--- config.mk ---
export PLATFORM = sky130hd
export DESIGN_NAME = opw_writer
export DESIGN_NICKNAME = d
export VERILOG_FILES = /design/src/pkg/opw_pkg.sv /design/src/opw_writer.sv
export VERILOG_INCLUDE_DIRS = /design/src /design/src/pkg
export SDC_FILE = /design/constraint.sdc
export NUM_CORES = 1
export LEC_CHECK = 0
export BUFFER_PORTS_ARGS = -buffer_cell sky130_fd_sc_hd__buf_4
export CAP_MARGIN = 10
export CELL_PAD_IN_SITES_DETAIL_PLACEMENT = 1
export CELL_PAD_IN_SITES_GLOBAL_PLACEMENT = 1
export CORE_ASPECT_RATIO = 1.75
export CORE_MARGIN = 2
export CORE_UTILIZATION = 44
export CTS_CLUSTER_DIAMETER = 200
export DETAILED_ROUTE_END_ITERATION = 6
export PLACE_DENSITY_LB_ADDON = 0.05
export SYNTH_ARGS = -nofsm -noshare
export SYNTH_HDL_FRONTEND = slang
export SYNTH_SLANG_ARGS = --single-unit
export TNS_END_PERCENT = 50
--- constraint.sdc ---
create_clock -name CLK -period 5.9 [get_ports CLK]
set_input_delay 1.475 -clock CLK [delete_from_list [all_inputs] [get_ports CLK]]
set_output_delay 1.475 -clock CLK [all_outputs]
set_load 0.01 [all_outputs]
--- src/pkg/opw_consts.svh ---
// Purpose: Timing counts and pin conventions for the one-time-programmable memory writer.
// Assumes: 40 MHz system clock, period 25 ns.
// Notes:   Times are kept in their own units and turned into clock counts here.
`ifndef OPW_CONSTS_SVH
`define OPW_CONSTS_SVH

// ----------------------------------------------------------------------------
// Clock
// ----------------------------------------------------------------------------
`define OPW_CLK_KHZ          40000

// ----------------------------------------------------------------------------
// Times in their printed units
// ----------------------------------------------------------------------------
`define OPW_SETUP_US         2
`define OPW_VPP_SETUP_MS     1
`define OPW_PULSE_US         1000
`define OPW_OVER_US          3000
`define OPW_ACCESS_NS        200

// ----------------------------------------------------------------------------
// Cycle counts derived from the times (least times rounded up)
// ----------------------------------------------------------------------------
`define OPW_SETUP_CYC        ((`OPW_SETUP_US * `OPW_CLK_KHZ + 999) / 1000)
`define OPW_VPP_SETUP_CYC    (`OPW_VPP_SETUP_MS * `OPW_CLK_KHZ)
`define OPW_PULSE_CYC        ((`OPW_PULSE_US * `OPW_CLK_KHZ + 999) / 1000)
`define OPW_OVER_CYC         ((`OPW_OVER_US * `OPW_CLK_KHZ + 999) / 1000)
`define OPW_ACCESS_CYC       ((`OPW_ACCESS_NS * `OPW_CLK_KHZ + 999999) / 1000000 + 1)

// ----------------------------------------------------------------------------
// Attempt limit and bus widths
// ----------------------------------------------------------------------------
`define OPW_MAX_TRIES        25
`define OPW_ADDR_W           15
`define OPW_DATA_W           8

`endif

--- src/pkg/opw_pkg.sv ---
// Purpose: Types shared by the memory writer.
// Assumes: Nothing beyond the constants header.
// Notes:   States carry no explicit codes.
package opw_pkg;

  // --------------------------------------------------------------------------
  // Sequencer states
  // --------------------------------------------------------------------------
  typedef enum logic [3:0] {
    OPW_IDLE, OPW_VPP_WAIT, OPW_SETUP, OPW_PULSE, OPW_HOLD,
    OPW_VFY, OPW_OVER_SETUP, OPW_OVER, OPW_NEXT, OPW_RD_SETUP,
    OPW_RD, OPW_FAIL
  } opw_state_t;

endpackage : opw_pkg

--- src/opw_writer.sv ---
// Purpose: Host-side writer that programs and reads the one-time memory over its pins.
// Assumes: Pins are driven from flip-flops; the supply levels are switched outside
//          under HV_EN_N and VDD_PROG; the data pins reach us through three flops.
// Notes:   One command at a time; START_WR programs a block, START_RD reads one byte.
//
// Summary of operation
// - Hold reset low and raise programming voltage before any access.
// - Present start address first, then the data byte.
// - Each attempt drives program strobe low for one 1 ms pulse.
// - After each pulse read back with output-enable low; match goes on.
// - Count attempts per address; after 25 failures flag defective and stop.
// - After a match, over-program for 3 ms times attempts used.
// - Increment address and repeat until the final address is done.
// - For read-out, hold reset low, raise voltage, drive the wanted address.
// - Never drive both strobes low while programming voltages are applied; read-out drops PGM_N and OE_N together with HV_EN_N low.
`include "opw_consts.svh"

module opw_writer
  import opw_pkg::*;
#(
  parameter int ADDR_W    = `OPW_ADDR_W,
  parameter int DATA_W    = `OPW_DATA_W,
  parameter int MAX_TRIES = `OPW_MAX_TRIES,
  parameter int PULSE_CYC = `OPW_PULSE_CYC,
  parameter int OVER_CYC  = `OPW_OVER_CYC,
  parameter int VPP_CYC   = `OPW_VPP_SETUP_CYC
) (
  // Clock and reset
  input  wire logic              CLK,
  input  wire logic              SRST,
  // User command side
  input  wire logic              START_WR,
  input  wire logic              START_RD,
  input  wire logic [ADDR_W-1:0] FIRST_ADDR,
  input  wire logic [ADDR_W-1:0] LAST_ADDR,
  input  wire logic [DATA_W-1:0] WR_DATA,
  output logic                   DATA_REQ,
  output logic [ADDR_W-1:0]      CUR_ADDR,
  output logic                   BUSY,
  output logic                   DONE,
  output logic                   DEFECT,
  output logic                   RD_VALID,
  output logic [DATA_W-1:0]      RD_DATA,
  // Device pins
  output logic                   DEV_RESET_N,
  output logic                   HV_EN_N,
  output logic                   VDD_PROG,
  output logic [ADDR_W-1:0]      PROM_ADDRESS,
  output logic                   PGM_N,
  output logic                   OE_N,
  input  wire logic [DATA_W-1:0] PROM_DATA_I,
  output logic [DATA_W-1:0]      PROM_DATA_O,
  output logic                   PROM_DATA_OE_N
);

  // --------------------------------------------------------------------------
  // Elaboration checks
  // --------------------------------------------------------------------------
  if (MAX_TRIES < 1 || MAX_TRIES > 255 || PULSE_CYC < 1 || OVER_CYC < 1 ||
      VPP_CYC < 1 || ADDR_W < 1 || DATA_W < 1) begin : g_bad
    $error("opw_writer: parameter out of range");
  end

  localparam int CW = 32;
  localparam logic [CW-1:0] SETUP_N  = CW'(`OPW_SETUP_CYC);
  localparam logic [CW-1:0] ACCESS_N = CW'(`OPW_ACCESS_CYC);

  opw_state_t        st_q, st_d;
  logic [CW-1:0]     cnt_q;
  logic [7:0]        tries_q;
  logic [ADDR_W-1:0] addr_q, last_q;
  logic [DATA_W-1:0] data_q;
  logic [DATA_W-1:0] din1_q, din2_q, din3_q;
  logic              rd_mode_q;
  logic [ADDR_W-1:0] pa_q;
  logic              hv_n_q, vdd_q, pgm_n_q, oe_n_q, drive_n_q, busy_q;
  logic              dreq_q, done_q, def_q, rv_q;
  logic [DATA_W-1:0] rd_q;

  // --------------------------------------------------------------------------
  // Decode of the sequencer
  // --------------------------------------------------------------------------
  // Data is taken as seen once the second and third stages agree.
  wire               din_ok    = (din2_q == din3_q);
  wire               cnt_zero  = (cnt_q == '0);
  wire               match     = din_ok && (din3_q == data_q);
  wire               last_addr = (pa_q == last_q);
  wire               start_ok  = (st_q == OPW_IDLE) && (START_WR || START_RD);
  // Mode of the command being taken, so the supply pin is right from the first cycle.
  wire               rd_mode_d = start_ok ? !START_WR : rd_mode_q;
  wire               tries_out = (tries_q >= 8'(MAX_TRIES));
  // The over-program length grows with the attempts; the wide product cannot wrap.
  wire [CW-1:0]      over_len  = CW'(OVER_CYC) * CW'(tries_q);

  // Next state; the counter is reloaded on every state change.
  always_comb begin
    st_d = st_q;
    case (st_q)
      OPW_IDLE:       if (START_WR) st_d = OPW_VPP_WAIT;
                      else if (START_RD) st_d = OPW_VPP_WAIT;
      OPW_VPP_WAIT:   if (cnt_zero) st_d = rd_mode_q ? OPW_RD_SETUP : OPW_SETUP;
      OPW_SETUP:      if (cnt_zero) st_d = OPW_PULSE;
      OPW_PULSE:      if (cnt_zero) st_d = OPW_HOLD;
      OPW_HOLD:       if (cnt_zero) st_d = OPW_VFY;
      OPW_VFY:        if (cnt_zero) begin
                        if (match) st_d = OPW_OVER_SETUP;
                        else if (tries_out) st_d = OPW_FAIL;
                        else st_d = OPW_SETUP;
                      end
      OPW_OVER_SETUP: if (cnt_zero) st_d = OPW_OVER;
      OPW_OVER:       if (cnt_zero) st_d = OPW_NEXT;
      OPW_NEXT:       if (cnt_zero) st_d = last_addr ? OPW_IDLE : OPW_SETUP;
      OPW_RD_SETUP:   if (cnt_zero) st_d = OPW_RD;
      OPW_RD:         if (cnt_zero) st_d = OPW_IDLE;
      OPW_FAIL:       st_d = OPW_IDLE;
      default:        st_d = OPW_IDLE;
    endcase
  end

  // Counter load value for the state being entered.
  logic [CW-1:0] load_v;
  always_comb begin
    case (st_d)
      OPW_VPP_WAIT: load_v = CW'(VPP_CYC);
      OPW_PULSE:    load_v = CW'(PULSE_CYC) - 1;
      OPW_OVER:     load_v = over_len - 1;
      OPW_VFY:      load_v = ACCESS_N;
      OPW_RD:       load_v = ACCESS_N;
      default:      load_v = SETUP_N;
    endcase
  end

  // --------------------------------------------------------------------------
  // Sequencer registers
  // --------------------------------------------------------------------------
  always_ff @(posedge CLK) begin
    if (SRST) begin
      st_q  <= OPW_IDLE;
      cnt_q <= '0;
    end else begin
      st_q  <= st_d;
      cnt_q <= (st_d != st_q) ? load_v : (cnt_zero ? cnt_q : cnt_q - 1);
    end
  end

  // Three-stage sampling of the data pins, which the device drives.
  always_ff @(posedge CLK) begin
    din1_q <= PROM_DATA_I;
    din2_q <= din1_q;
    din3_q <= din2_q;
  end

  // Address, data, attempt count and result flags.
  always_ff @(posedge CLK) begin
    if (SRST) begin
      addr_q    <= '0;
      pa_q      <= '0;
      last_q    <= '0;
      data_q    <= '0;
      tries_q   <= '0;
      rd_mode_q <= 1'b0;
      dreq_q    <= 1'b0;
      done_q    <= 1'b0;
      def_q     <= 1'b0;
      rv_q      <= 1'b0;
      rd_q      <= '0;
    end else begin
      dreq_q    <= 1'b0;
      done_q    <= 1'b0;
      rv_q      <= 1'b0;
      rd_mode_q <= rd_mode_d;
      if (start_ok) begin
        addr_q  <= FIRST_ADDR;
        pa_q    <= FIRST_ADDR;
        last_q  <= START_WR ? LAST_ADDR : FIRST_ADDR;
        tries_q <= '0;
        def_q   <= 1'b0;
      end
      // The user byte is latched as the first attempt's setup begins; a retry after verify keeps it.
      if (st_d == OPW_SETUP && st_q != OPW_SETUP) begin
        data_q <= (st_q == OPW_VFY) ? data_q : WR_DATA;
        dreq_q <= (st_q != OPW_VFY);
      end
      if (st_d == OPW_PULSE && st_q != OPW_PULSE) tries_q <= tries_q + 8'h01;
      // The user address moves on as the OPW_NEXT wait starts, so the next byte has
      // long settled at WR_DATA when it is latched; the address pins move later.
      if (st_d == OPW_NEXT && st_q != OPW_NEXT && !last_addr) begin
        addr_q <= addr_q + ADDR_W'(1);
      end
      if (st_q == OPW_NEXT && cnt_zero) begin
        pa_q    <= addr_q;
        tries_q <= '0;
        done_q  <= last_addr;
      end
      if (st_q == OPW_FAIL) begin
        def_q  <= 1'b1;
        done_q <= 1'b1;
      end
      if (st_q == OPW_RD && cnt_zero) begin
        if (din_ok) rd_q <= din3_q;
        rv_q   <= 1'b1;
        done_q <= 1'b1;
      end
    end
  end

  // --------------------------------------------------------------------------
  // Pin drive
  // --------------------------------------------------------------------------
  wire in_pgm  = (st_d == OPW_PULSE) || (st_d == OPW_OVER);
  wire in_vfy  = (st_d == OPW_VFY);
  wire in_rd   = (st_d == OPW_RD);
  wire active  = (st_d != OPW_IDLE) && (st_d != OPW_FAIL);

  // Strobes never overlap while writing; both fall together only in read.
  // The flops hold the pin levels themselves, so no gate sits between flop and pin.
  always_ff @(posedge CLK) begin
    if (SRST) begin
      hv_n_q    <= 1'b1;
      vdd_q     <= 1'b0;
      pgm_n_q   <= 1'b1;
      oe_n_q    <= 1'b1;
      drive_n_q <= 1'b1;
      busy_q    <= 1'b0;
    end else begin
      hv_n_q    <= !active;
      vdd_q     <= active && !rd_mode_d;
      pgm_n_q   <= !(in_pgm || in_rd);
      oe_n_q    <= !(in_vfy || in_rd);
      drive_n_q <= !(active && !rd_mode_d && !in_vfy && !in_rd);
      busy_q    <= active;
    end
  end

  // The memory's own reset stays low for the whole session.
  assign DEV_RESET_N    = 1'b0;
  assign HV_EN_N        = hv_n_q;
  assign VDD_PROG       = vdd_q;
  assign PROM_ADDRESS   = pa_q;
  assign PGM_N          = pgm_n_q;
  assign OE_N           = oe_n_q;
  assign PROM_DATA_O    = data_q;
  assign PROM_DATA_OE_N = drive_n_q;
  assign DATA_REQ       = dreq_q;
  assign CUR_ADDR       = addr_q;
  assign BUSY           = busy_q;
  assign DONE           = done_q;
  assign DEFECT         = def_q;
  assign RD_VALID       = rv_q;
  assign RD_DATA        = rd_q;

  // --------------------------------------------------------------------------
  // Checks
  // --------------------------------------------------------------------------
  a_no_overlap: assert property (@(posedge CLK) disable iff (SRST)
    VDD_PROG |-> !(!PGM_N && !OE_N)) else $error("strobes overlap while writing");
  a_hv_first: assert property (@(posedge CLK) disable iff (SRST)
    (!PGM_N || !OE_N) |-> (!HV_EN_N && !DEV_RESET_N)) else $error("access without high voltage");
  a_pulse_len: assert property (@(posedge CLK) disable iff (SRST)
    $rose(st_q == OPW_PULSE) |-> (st_q == OPW_PULSE) [*8]) else $error("program pulse too short");
  a_vfy_after: assert property (@(posedge CLK) disable iff (SRST)
    $fell(st_q == OPW_PULSE) |-> ##[1:200] (st_q == OPW_VFY)) else $error("no verify after pulse");
  a_try_limit: assert property (@(posedge CLK) disable iff (SRST)
    tries_q <= 8'(MAX_TRIES)) else $error("attempt count beyond limit");
  a_fail_flag: assert property (@(posedge CLK) disable iff (SRST)
    (st_q == OPW_FAIL) |=> DEFECT) else $error("defect not flagged");
  a_over_len: assert property (@(posedge CLK) disable iff (SRST)
    $rose(st_q == OPW_OVER) |-> (cnt_q == over_len - 1)) else $error("over pulse length wrong");
  a_data_drive: assert property (@(posedge CLK) disable iff (SRST)
    !OE_N |-> PROM_DATA_OE_N) else $error("data driven during read back");
  c_write_ok:  cover property (@(posedge CLK) DONE && !DEFECT && !RD_VALID);
  c_defect:    cover property (@(posedge CLK) DEFECT);
  c_retry:     cover property (@(posedge CLK) (st_q == OPW_VFY) ##1 (st_q == OPW_SETUP));
  c_read:      cover property (@(posedge CLK) RD_VALID);

endmodule : opw_writer

==> After elaboration in Yosys (flattened, before gate mapping) <==
Index checks and enable logic that the tools add are counted.
{ "totals": {"output_inout_bits": 57, "wordCells": 128, "reg_bits": 140, "input_bits": 50} }
{ "op_classes": {"n_mux": 33, "addsub": 4, "n_mul": 1, "eq_ne": 28, "n_bitwise": 2, "n_reduce_logical": 37, "order_cmp": 1} }
{ "op_table": {"columns": ["operator", "n"], "rows": [
  ["case mux 32 bit (4 select lines)", 1],
  ["two-way mux 32 bit", 2],
  ["two-way mux 15 bit", 4],
  ["two-way mux 4 bit", 15],
  ["case mux 4 bit (11 select lines)", 1],
  ["zero test 32 bit", 1],
  ["subtractor 32 x 1 -> 32 bit (second input constant)", 1],
  ["subtractor 25 x 1 -> 26 bit (second input constant)", 1],
  ["== test 4 x 3 -> 1 bit (second input constant)", 6],
  ["== test 4 bit (second input constant)", 6],
  ["multiplier 11 x 8 -> 19 bit (first input constant)", 1],
  ["== test 4 x 2 -> 1 bit (second input constant)", 4],
  ["== test 8 bit", 2],
  ["two-way mux 8 bit", 2],
  ["adder 15 x 1 -> 15 bit (second input constant)", 1],
  ["== test 15 bit", 1],
  ["logical AND 1 bit", 12],
  ["zero test 1 bit", 9],
  ["adder 8 x 1 -> 8 bit (second input constant)", 1],
  ["== test 4 x 1 -> 1 bit (second input constant)", 2],
  [">= comparator 8 x 5 -> 1 bit (second input constant)", 1],
  ["inequality test 4 x 2 -> 1 bit (second input constant)", 2],
  ["inequality test 4 bit (second input constant)", 2],
  ["nonzero test 2 bit", 4],
  ["other kinds (11)", 24]
]} }

==> Depth between registers and ports, before layout <==
Gate-level depths: netlist of the first run.
{ "depth": {"word_depth": 11, "depth_mapped": 17, "ltp_nobuf": 17} }

==> Worst setup path after synthesis of the first run <==
No wires, ideal clock.
{ "synth_path": {"path_kind": "register -> register", "start": "register tries_q[6]", "end": "register cnt_q[31]", "arrival_ns": 4.946, "setup_ns": 0.072, "stages_incl_launch_ff": 16, "t_required_ns": 5.828, "period_less_slack_ns": 5.018, "path_buffers": 0, "path_slack_ns": 0.882, "path_cell_list": "dfxtp_1 -> inv_1 -> ha_1 -> xor2_1 -> ha_1 -> fa_1 -> ha_1 -> ha_1 -> a21o_1 -> a22o_1 -> a211oi_1 -> o21ai_0 -> or4b_2 -> nor4_1 -> nand4_1 -> a21oi_1"} }
{ "synth_via": {"elab_chain_cells": 9, "elab_cells_between_ends": 17, "classes_between": "add/sub: 1; mul: 1; order compare: 1; eq/ne: 7; mux: 6; reduce/logical: 1"} }
{ "synth_rtl": {"columns": ["item", "line_no", "text"], "rows": [
  ["start, declared", "opw_writer.sv:70", "logic [7:0] tries_q;"],
  ["start signal, assigned", "opw_writer.sv:184", "if (st_d == OPW_PULSE && st_q != OPW_PULSE) tries_q <= tries_q + 8'h01;"],
  ["parallel branches: the longest is 9 deep, another holds subtractor 25 x 1 -> 26 bit", null, null],
  ["end signal, assigned", "opw_writer.sv:142", "cnt_q <= (st_d != st_q) ? load_v : (cnt_zero ? cnt_q : cnt_q - 1);"],
  ["end, declared", "opw_writer.sv:69", "logic [CW-1:0] cnt_q;"]
]} }
Several ways; the timed one is not identified.
A chain may end at the register's enable or synchronous reset.

==> Worst setup path after layout of the first run <==
Ends and elaborated chain as after synthesis.

==> flow_summary.toml, run 1 <==
[run_status]
status = "finished, final reports clean"

[timing]
tightestPinTransition_ns = 1.136
maxSlewViolCount = 0
setup_ws_ns = 0.4389
rsz0062_at_grt = "false"
finalCriticalPeriod_ns = 5.461
finalHoldViolations = 0
slew_headroom = 0.2356
max_freq_ghz = 0.1831
finClkSkew_ns = 0.01100
tns_ns = 0
period_share = 0.9256
setup_viol_count_final = 0

[detailed_routing]
drtIter0Drc = 372
viasPerCell = 5.832
vias = 8241
first_pass_iters = 4
routed_wl_microns = 28820
routedWlPerCell_microns = 20.40
postRouteAntennaNets = 0
drcViolationCount = 0

[critical_path]
critPathMaxFanout = 8
path_class = "flip-flop to flip-flop"
cp-start-kind = "flip-flop"
crit_path_end_kind = "flip-flop"
critPathArrivalTime_ns = 5.81
critPathRequiredTime_ns = 6.25

[clocking]
cts_buffer_depth = 2
worstSkewPairLatency_ns = 0.43
postCtsSetupRepairBufs = 0
cts-root-buf = "clkbuf_16"
clk_pin_slew_ns = 0.07
numCtsBuffers = 17
cts_resized = 0
cts_sinks = 140
cts_tree = "yes"
cts.hold.buffers_added = 0
h-tree-depth = 4

[die]
ios = 107
row_count = 69
die_y_microns = 193.7
start_util = 0.4477
die_area_sq_um = 21760
chipWidth_microns = 112.4
core_sq_um = 20200

[yosys]
synth_cells = 1072
ys_seq_area_frac = 0.3099
synth_fp_nets = 1204
synth_warnings = 0
netlist_area_sq_um = 9044
synth_flop_cell = "dfxtp_1"
async_reset_ff_frac = 0
synth-seq-cells = 140
synth_edf_count = 0
avgSynthCellArea_sq_um = 8.436
ys_types = 75

[finish]
nets = 1288
design_area_sq_um = 10620
instances_no_fill = 1413
layout_common_cells = "dfxtp_1 (140), buf_4 (122), a21oi_1 (89), nor2_1 (87), nand2_1 (68)"
drive_above_1_share = 0.1536
final_common_cell = "dfxtp_1"
syn_to_final_growth_pct = 17.47
num_antenna_cells = 0

[place]
dpl-instance-area_sq_um = 10050
gp_congestion = 0.8587
hpwl_microns = 21880
place_ws_ns = 0.3121
place.port_buffers = 105
place_inst = 1385

[power]
leakagePower_nw = 4.735
ir_drop_mv = 0.2725
power_density_nw_per_um2 = 350.9

[global_route]
grt_pass1_vias = 8616
grt.busiest_layer = "met2"
antenna_found_initial = 0
grt_pass1_wl_microns = 46240
grt_max_degree = 82
grt-ovfl-total = 0
use_met2 = 0.5259
gr-usage-met3 = 0.03251
grtUsageTotal = 0.2666
grt_use_met1 = 0.2747

[job]
maxCapViolCount = 0

[min_path]
hold_class = "flip-flop to flip-flop"
stage by stage:
step                utilization  power, mW  hold WS, ns
finish                   0.5259      3.728       0.3257
floorplan                     -      2.202       0.3096
global placement         0.4974      2.645       0.3114
CTS                      0.5256      3.742       0.3261
detailed placement       0.4974      2.663       0.3136
global route             0.5259      3.944       0.3301
routing by layer:
metal  routed length (microns)  vias up
met2                     16530      153
met4                      1046        0
met3                       695       50
met5                         0        -
met1                     10550     4063
li1                          -     3975
registers in the layout (all words and copies together), names as in the netlist, 4 cells and up:
name	flops
PROM_ADDRESS	15
CUR_ADDR	15
tries_q	8
PROM_DATA_O	8
din1_q	8
last_q	15
din3_q	8
RD_DATA	8
st_q	4
din2_q	8
cnt_q	32
final timing paths:
| path | cells past startpoint | from | to | slack [ns] |
|---|---|---|---|---|
| max | 15 | tries_q[6] | cnt_q[31] | 0.44 |
| min | 0 | din1_q[0] | din2_q[0] | 0.33 |
| max reg2reg | 15 | tries_q[6] | cnt_q[31] | 0.44 |
| min reg2reg | 0 | din1_q[0] | din2_q[0] | 0.33 |
worst max-delay path: stages (launching register included):
cell	delay (ns)
dfxtp_1	0.55
inv_1	0.20
ha_1	0.40
xor2_1	0.18
ha_1	0.30
fa_1	0.46
ha_1	0.32
ha_1	0.38
a21oi_1	0.36
a21oi_1	0.13
or3_1	0.37
a21o_1	0.22
or4b_2	0.69
nor4_2	0.26
nand4_1	0.32
a21oi_1	0.24
kinds of logic (layout without fill, tap and decap cells):
group	Yosys count	after routing	share of synthesized area
other	1	1	0.0004147
adder cells (fa/ha/maj)	82	82	0.1309
AND/OR/NAND/NOR	387	387	0.2287
multiplexers	17	17	0.01882
buffers and inverters	117	210	0.05202
XOR/XNOR	79	79	0.07651
flip-flops	140	140	0.3099
AO/OA/AOI/OAI	249	249	0.1828
final cells by class:
class | count | area (sq um)
fill | 2424 | 9578
clock buffer | 19 | 452.9
sequential | 140 | 2803
clock inverter | 9 | 116.4
timing repair buffer | 122 | 915.9
inverter | 60 | 225.2
multi-input combinational | 815 | 5801
tap | 248 | 310.3
report_power, final:
part	switching (mW)	internal (mW)	leakage, nW
Sequential	0.160	1.09	1.15
Clock	0.423	0.638	0.266
Combinational	0.839	0.575	3.32
synthesized netlist by cell type, drive strengths merged (21+ instances only):
library cell    n  area [sq um]
a211oi         28         240.2
a21oi          89         445.4
and2           21         131.4
clkbuf         40         150.1
dfxtp         140          2803
fa             21         420.4
ha             61         763.2
inv            59         221.5
nand2          68         255.2
nand2b         44         275.3
nand3          32         160.2
nor2           87         326.6
nor3           22         115.1
o211ai         24         190.2
o21ai          24         120.1
xnor2          41         359.1
xor2           38         332.8
Power figures use the tool's default switching activity.
==> run 2, diff against run 1 <==
- ABC_AREA: not set -> 1
- CORE_UTILIZATION: 44 -> 43
==> flow_summary.toml, run 2 <==
[detailed_routing]
routedWlPerCell_microns = 16.94
viasPerCell = 5.205
routed_wl_microns = 30370
postRouteAntennaNets = 0
drtIter0Drc = 427
first_pass_iters = 5
drcViolationCount = 0
vias = 9333

[timing]
slew_headroom = 0.2161
setup_viol_count_final = 0
finalCriticalPeriod_ns = 4.952
tns_ns = 0
finalHoldViolations = 0
holdWs_ns = 0.3274
tightestPinTransition_ns = 1.172
maxSlewViolCount = 0
rsz0062_at_grt = "false"
max_freq_ghz = 0.2019
period_share = 0.8393
finClkSkew_ns = 0.009170

[min_path]
hold_class = "flip-flop to flip-flop"
hp-start = "din1_q[5]"

[yosys]
synth_top_area_cell = "dfxtp_1"
ys_types = 44
synth_cells = 1392
netlist_area_sq_um = 9503
synth_top_area_share = 0.2949
avgSynthCellArea_sq_um = 6.827
synth_flop_cell = "dfxtp_1"
netlist_top_cells_count = "nand2_1 (353), nor2_1 (190), inv_1 (176)"
synth-seq-cells = 140
synth_most_common_cell = "nand2_1"
synth_area_leaders = "dfxtp_1 (29%), nand2_1 (14%), ha_1 (8.0%)"
synth_fp_nets = 1524
synth_warnings = 0
async_reset_ff_frac = 0
ys_seq_area_frac = 0.2949
synth_edf_count = 0

[place]
place.port_buffers = 105
hpwl_microns = 23980
gp_congestion = 0.8674
dpl-instance-area_sq_um = 10500

[critical_path]
critPathArrivalTime_ns = 5.30
cp-start-kind = "flip-flop"
critPathRequiredTime_ns = 6.25
critPathMaxFanout = 8
path_class = "flip-flop to flip-flop"
cp-startpoint = "tries_q[6]"
crit_path_end_kind = "flip-flop"
r2r_start = "tries_q[6]"

[clocking]
numCtsBuffers = 17
cts_buffer_depth = 2
cts_resized = 0
cts.hold.buffers_added = 0
worstSkewPairLatency_ns = 0.43
clk_pin_slew_ns = 0.06
cts-root-buf = "clkbuf_16"
postCtsSetupRepairBufs = 0
cts_tree = "yes"
cts_sinks = 140
h-tree-depth = 4

[finish]
top_register = "cnt_q"
num_antenna_cells = 0
design_area_sq_um = 11090
utilization = 0.5065
drive_above_1_share = 0.1242
final_common_cell = "nand2_1"
nets = 1616
layout_common_cells = "nand2_1 (353), nor2_1 (190), inv_1 (176), dfxtp_1 (140), buf_4 (109)"
largest_reg_flops = 32
syn_to_final_growth_pct = 16.67

[power]
leakagePower_nw = 5.538
ir_drop_mv = 0.2499
power_density_nw_per_um2 = 398.9

[die]
chipWidth_microns = 116.4
core_sq_um = 21890
die_area_sq_um = 23350
start_util = 0.4341
row_count = 72
die_y_microns = 200.7
ios = 107

[global_route]
antenna_found_initial = 0
grt_pass1_wl_microns = 49540
grtUsageTotal = 0.2702
grt_max_degree = 59
grt_pass1_vias = 9868
grt-ovfl-total = 0

[job]
maxCapViolCount = 0

[run_status]
status = "finished, final reports clean"
-- run 2: cell count changes after synthesis, sizes merged, moves of 20 or more --
| cell | previous run | this run |
|---|---|---|
| nand2 | 68 | 362 |
| inv | 59 | 183 |
| nor2 | 87 | 205 |
| o21ai | 24 | 78 |
| nand2b | 44 | 0 |
| o211ai | 24 | 1 |
| a211oi | 28 | 7 |
| and2 | 21 | 0 |
| and3 | 20 | 0 |
-- run 2: power breakdown --
part	internal [mW]	switching, mW	total [mW]
combinational	0.683	1.31	1.99
clock	0.637	0.439	1.08
sequential	1.15	0.210	1.36
-- run 2: critical path, stage by stage, from the launching register on --
cell and delay, ns:
dfxtp_1 0.53, inv_1 0.22, ha_1 0.40, xor2_1 0.18
ha_1 0.31, fa_1 0.47, ha_1 0.31, ha_1 0.36
a21oi_1 0.30, nor2_1 0.09, nor2_1 0.09, nand2_1 0.11
xnor2_1 0.46, nand2_1 0.15, inv_1 0.08, nand2_1 0.09
nor2_1 0.26, nand3_1 0.11, nand2_1 0.09, nand4_1 0.11
a21oi_1 0.14
-- run 2: through the flow --
step / std cells / setup slack, ns / total power, mW
3_5_place_dp: 1761 / 0.9624 / 3.364
5_1_grt: 1793 / 0.4230 / 4.756
2_1_floorplan: 1392 / 1.729 / 2.773
4_1_cts: 1793 / 0.9397 / 4.458
3_3_place_gp: 1761 / 1.027 / 3.318
6_report: 1793 / 0.9482 / 4.423
-- run 2: layout make-up --
type	instances	area (sq um)
tap	296	370.4
clock inverter	12	136.4
sequential	140	2803
inverter	184	695.7
clock buffer	20	446.7
timing repair buffer	109	818.3
multi-input combinational	1032	5817
fill	2920	10800
-- run 2: logic make-up (layout without fill, tap and decap cells) --
group / after synthesis / in the layout / synth area share
xor gates and xnor gates: 72 / 72 / 0.06636
AOI/OAI and AO/OA: 213 / 213 / 0.1272
other: 1 / 1 / 0.0003946
DFF: 140 / 140 / 0.2949
and+or+nand+nor: 664 / 664 / 0.2936
buffers and inverters: 220 / 325 / 0.09296
adders and majority gates: 82 / 82 / 0.1246
-- run 2: layer usage --
layer / vias to the layer above / global-route usage / share of wire
li1: 4614 / - / -
met1: 4480 / 0.2857 / 0.38
met2: 171 / 0.5127 / 0.55
met3: 68 / 0.03774 / 0.032
met4: 0 / 0.1178 / 0.039
met5: - / 0 / 0
-- run 2: final timing paths --
path | endpoint | slack (ns) | depth (start not counted)
setup / recovery | cnt_q[23] | 0.95 | 20
hold / removal | din2_q[5] | 0.33 | 0
setup reg to reg | cnt_q[23] | 0.95 | 20
hold reg to reg | din2_q[5] | 0.33 | 0
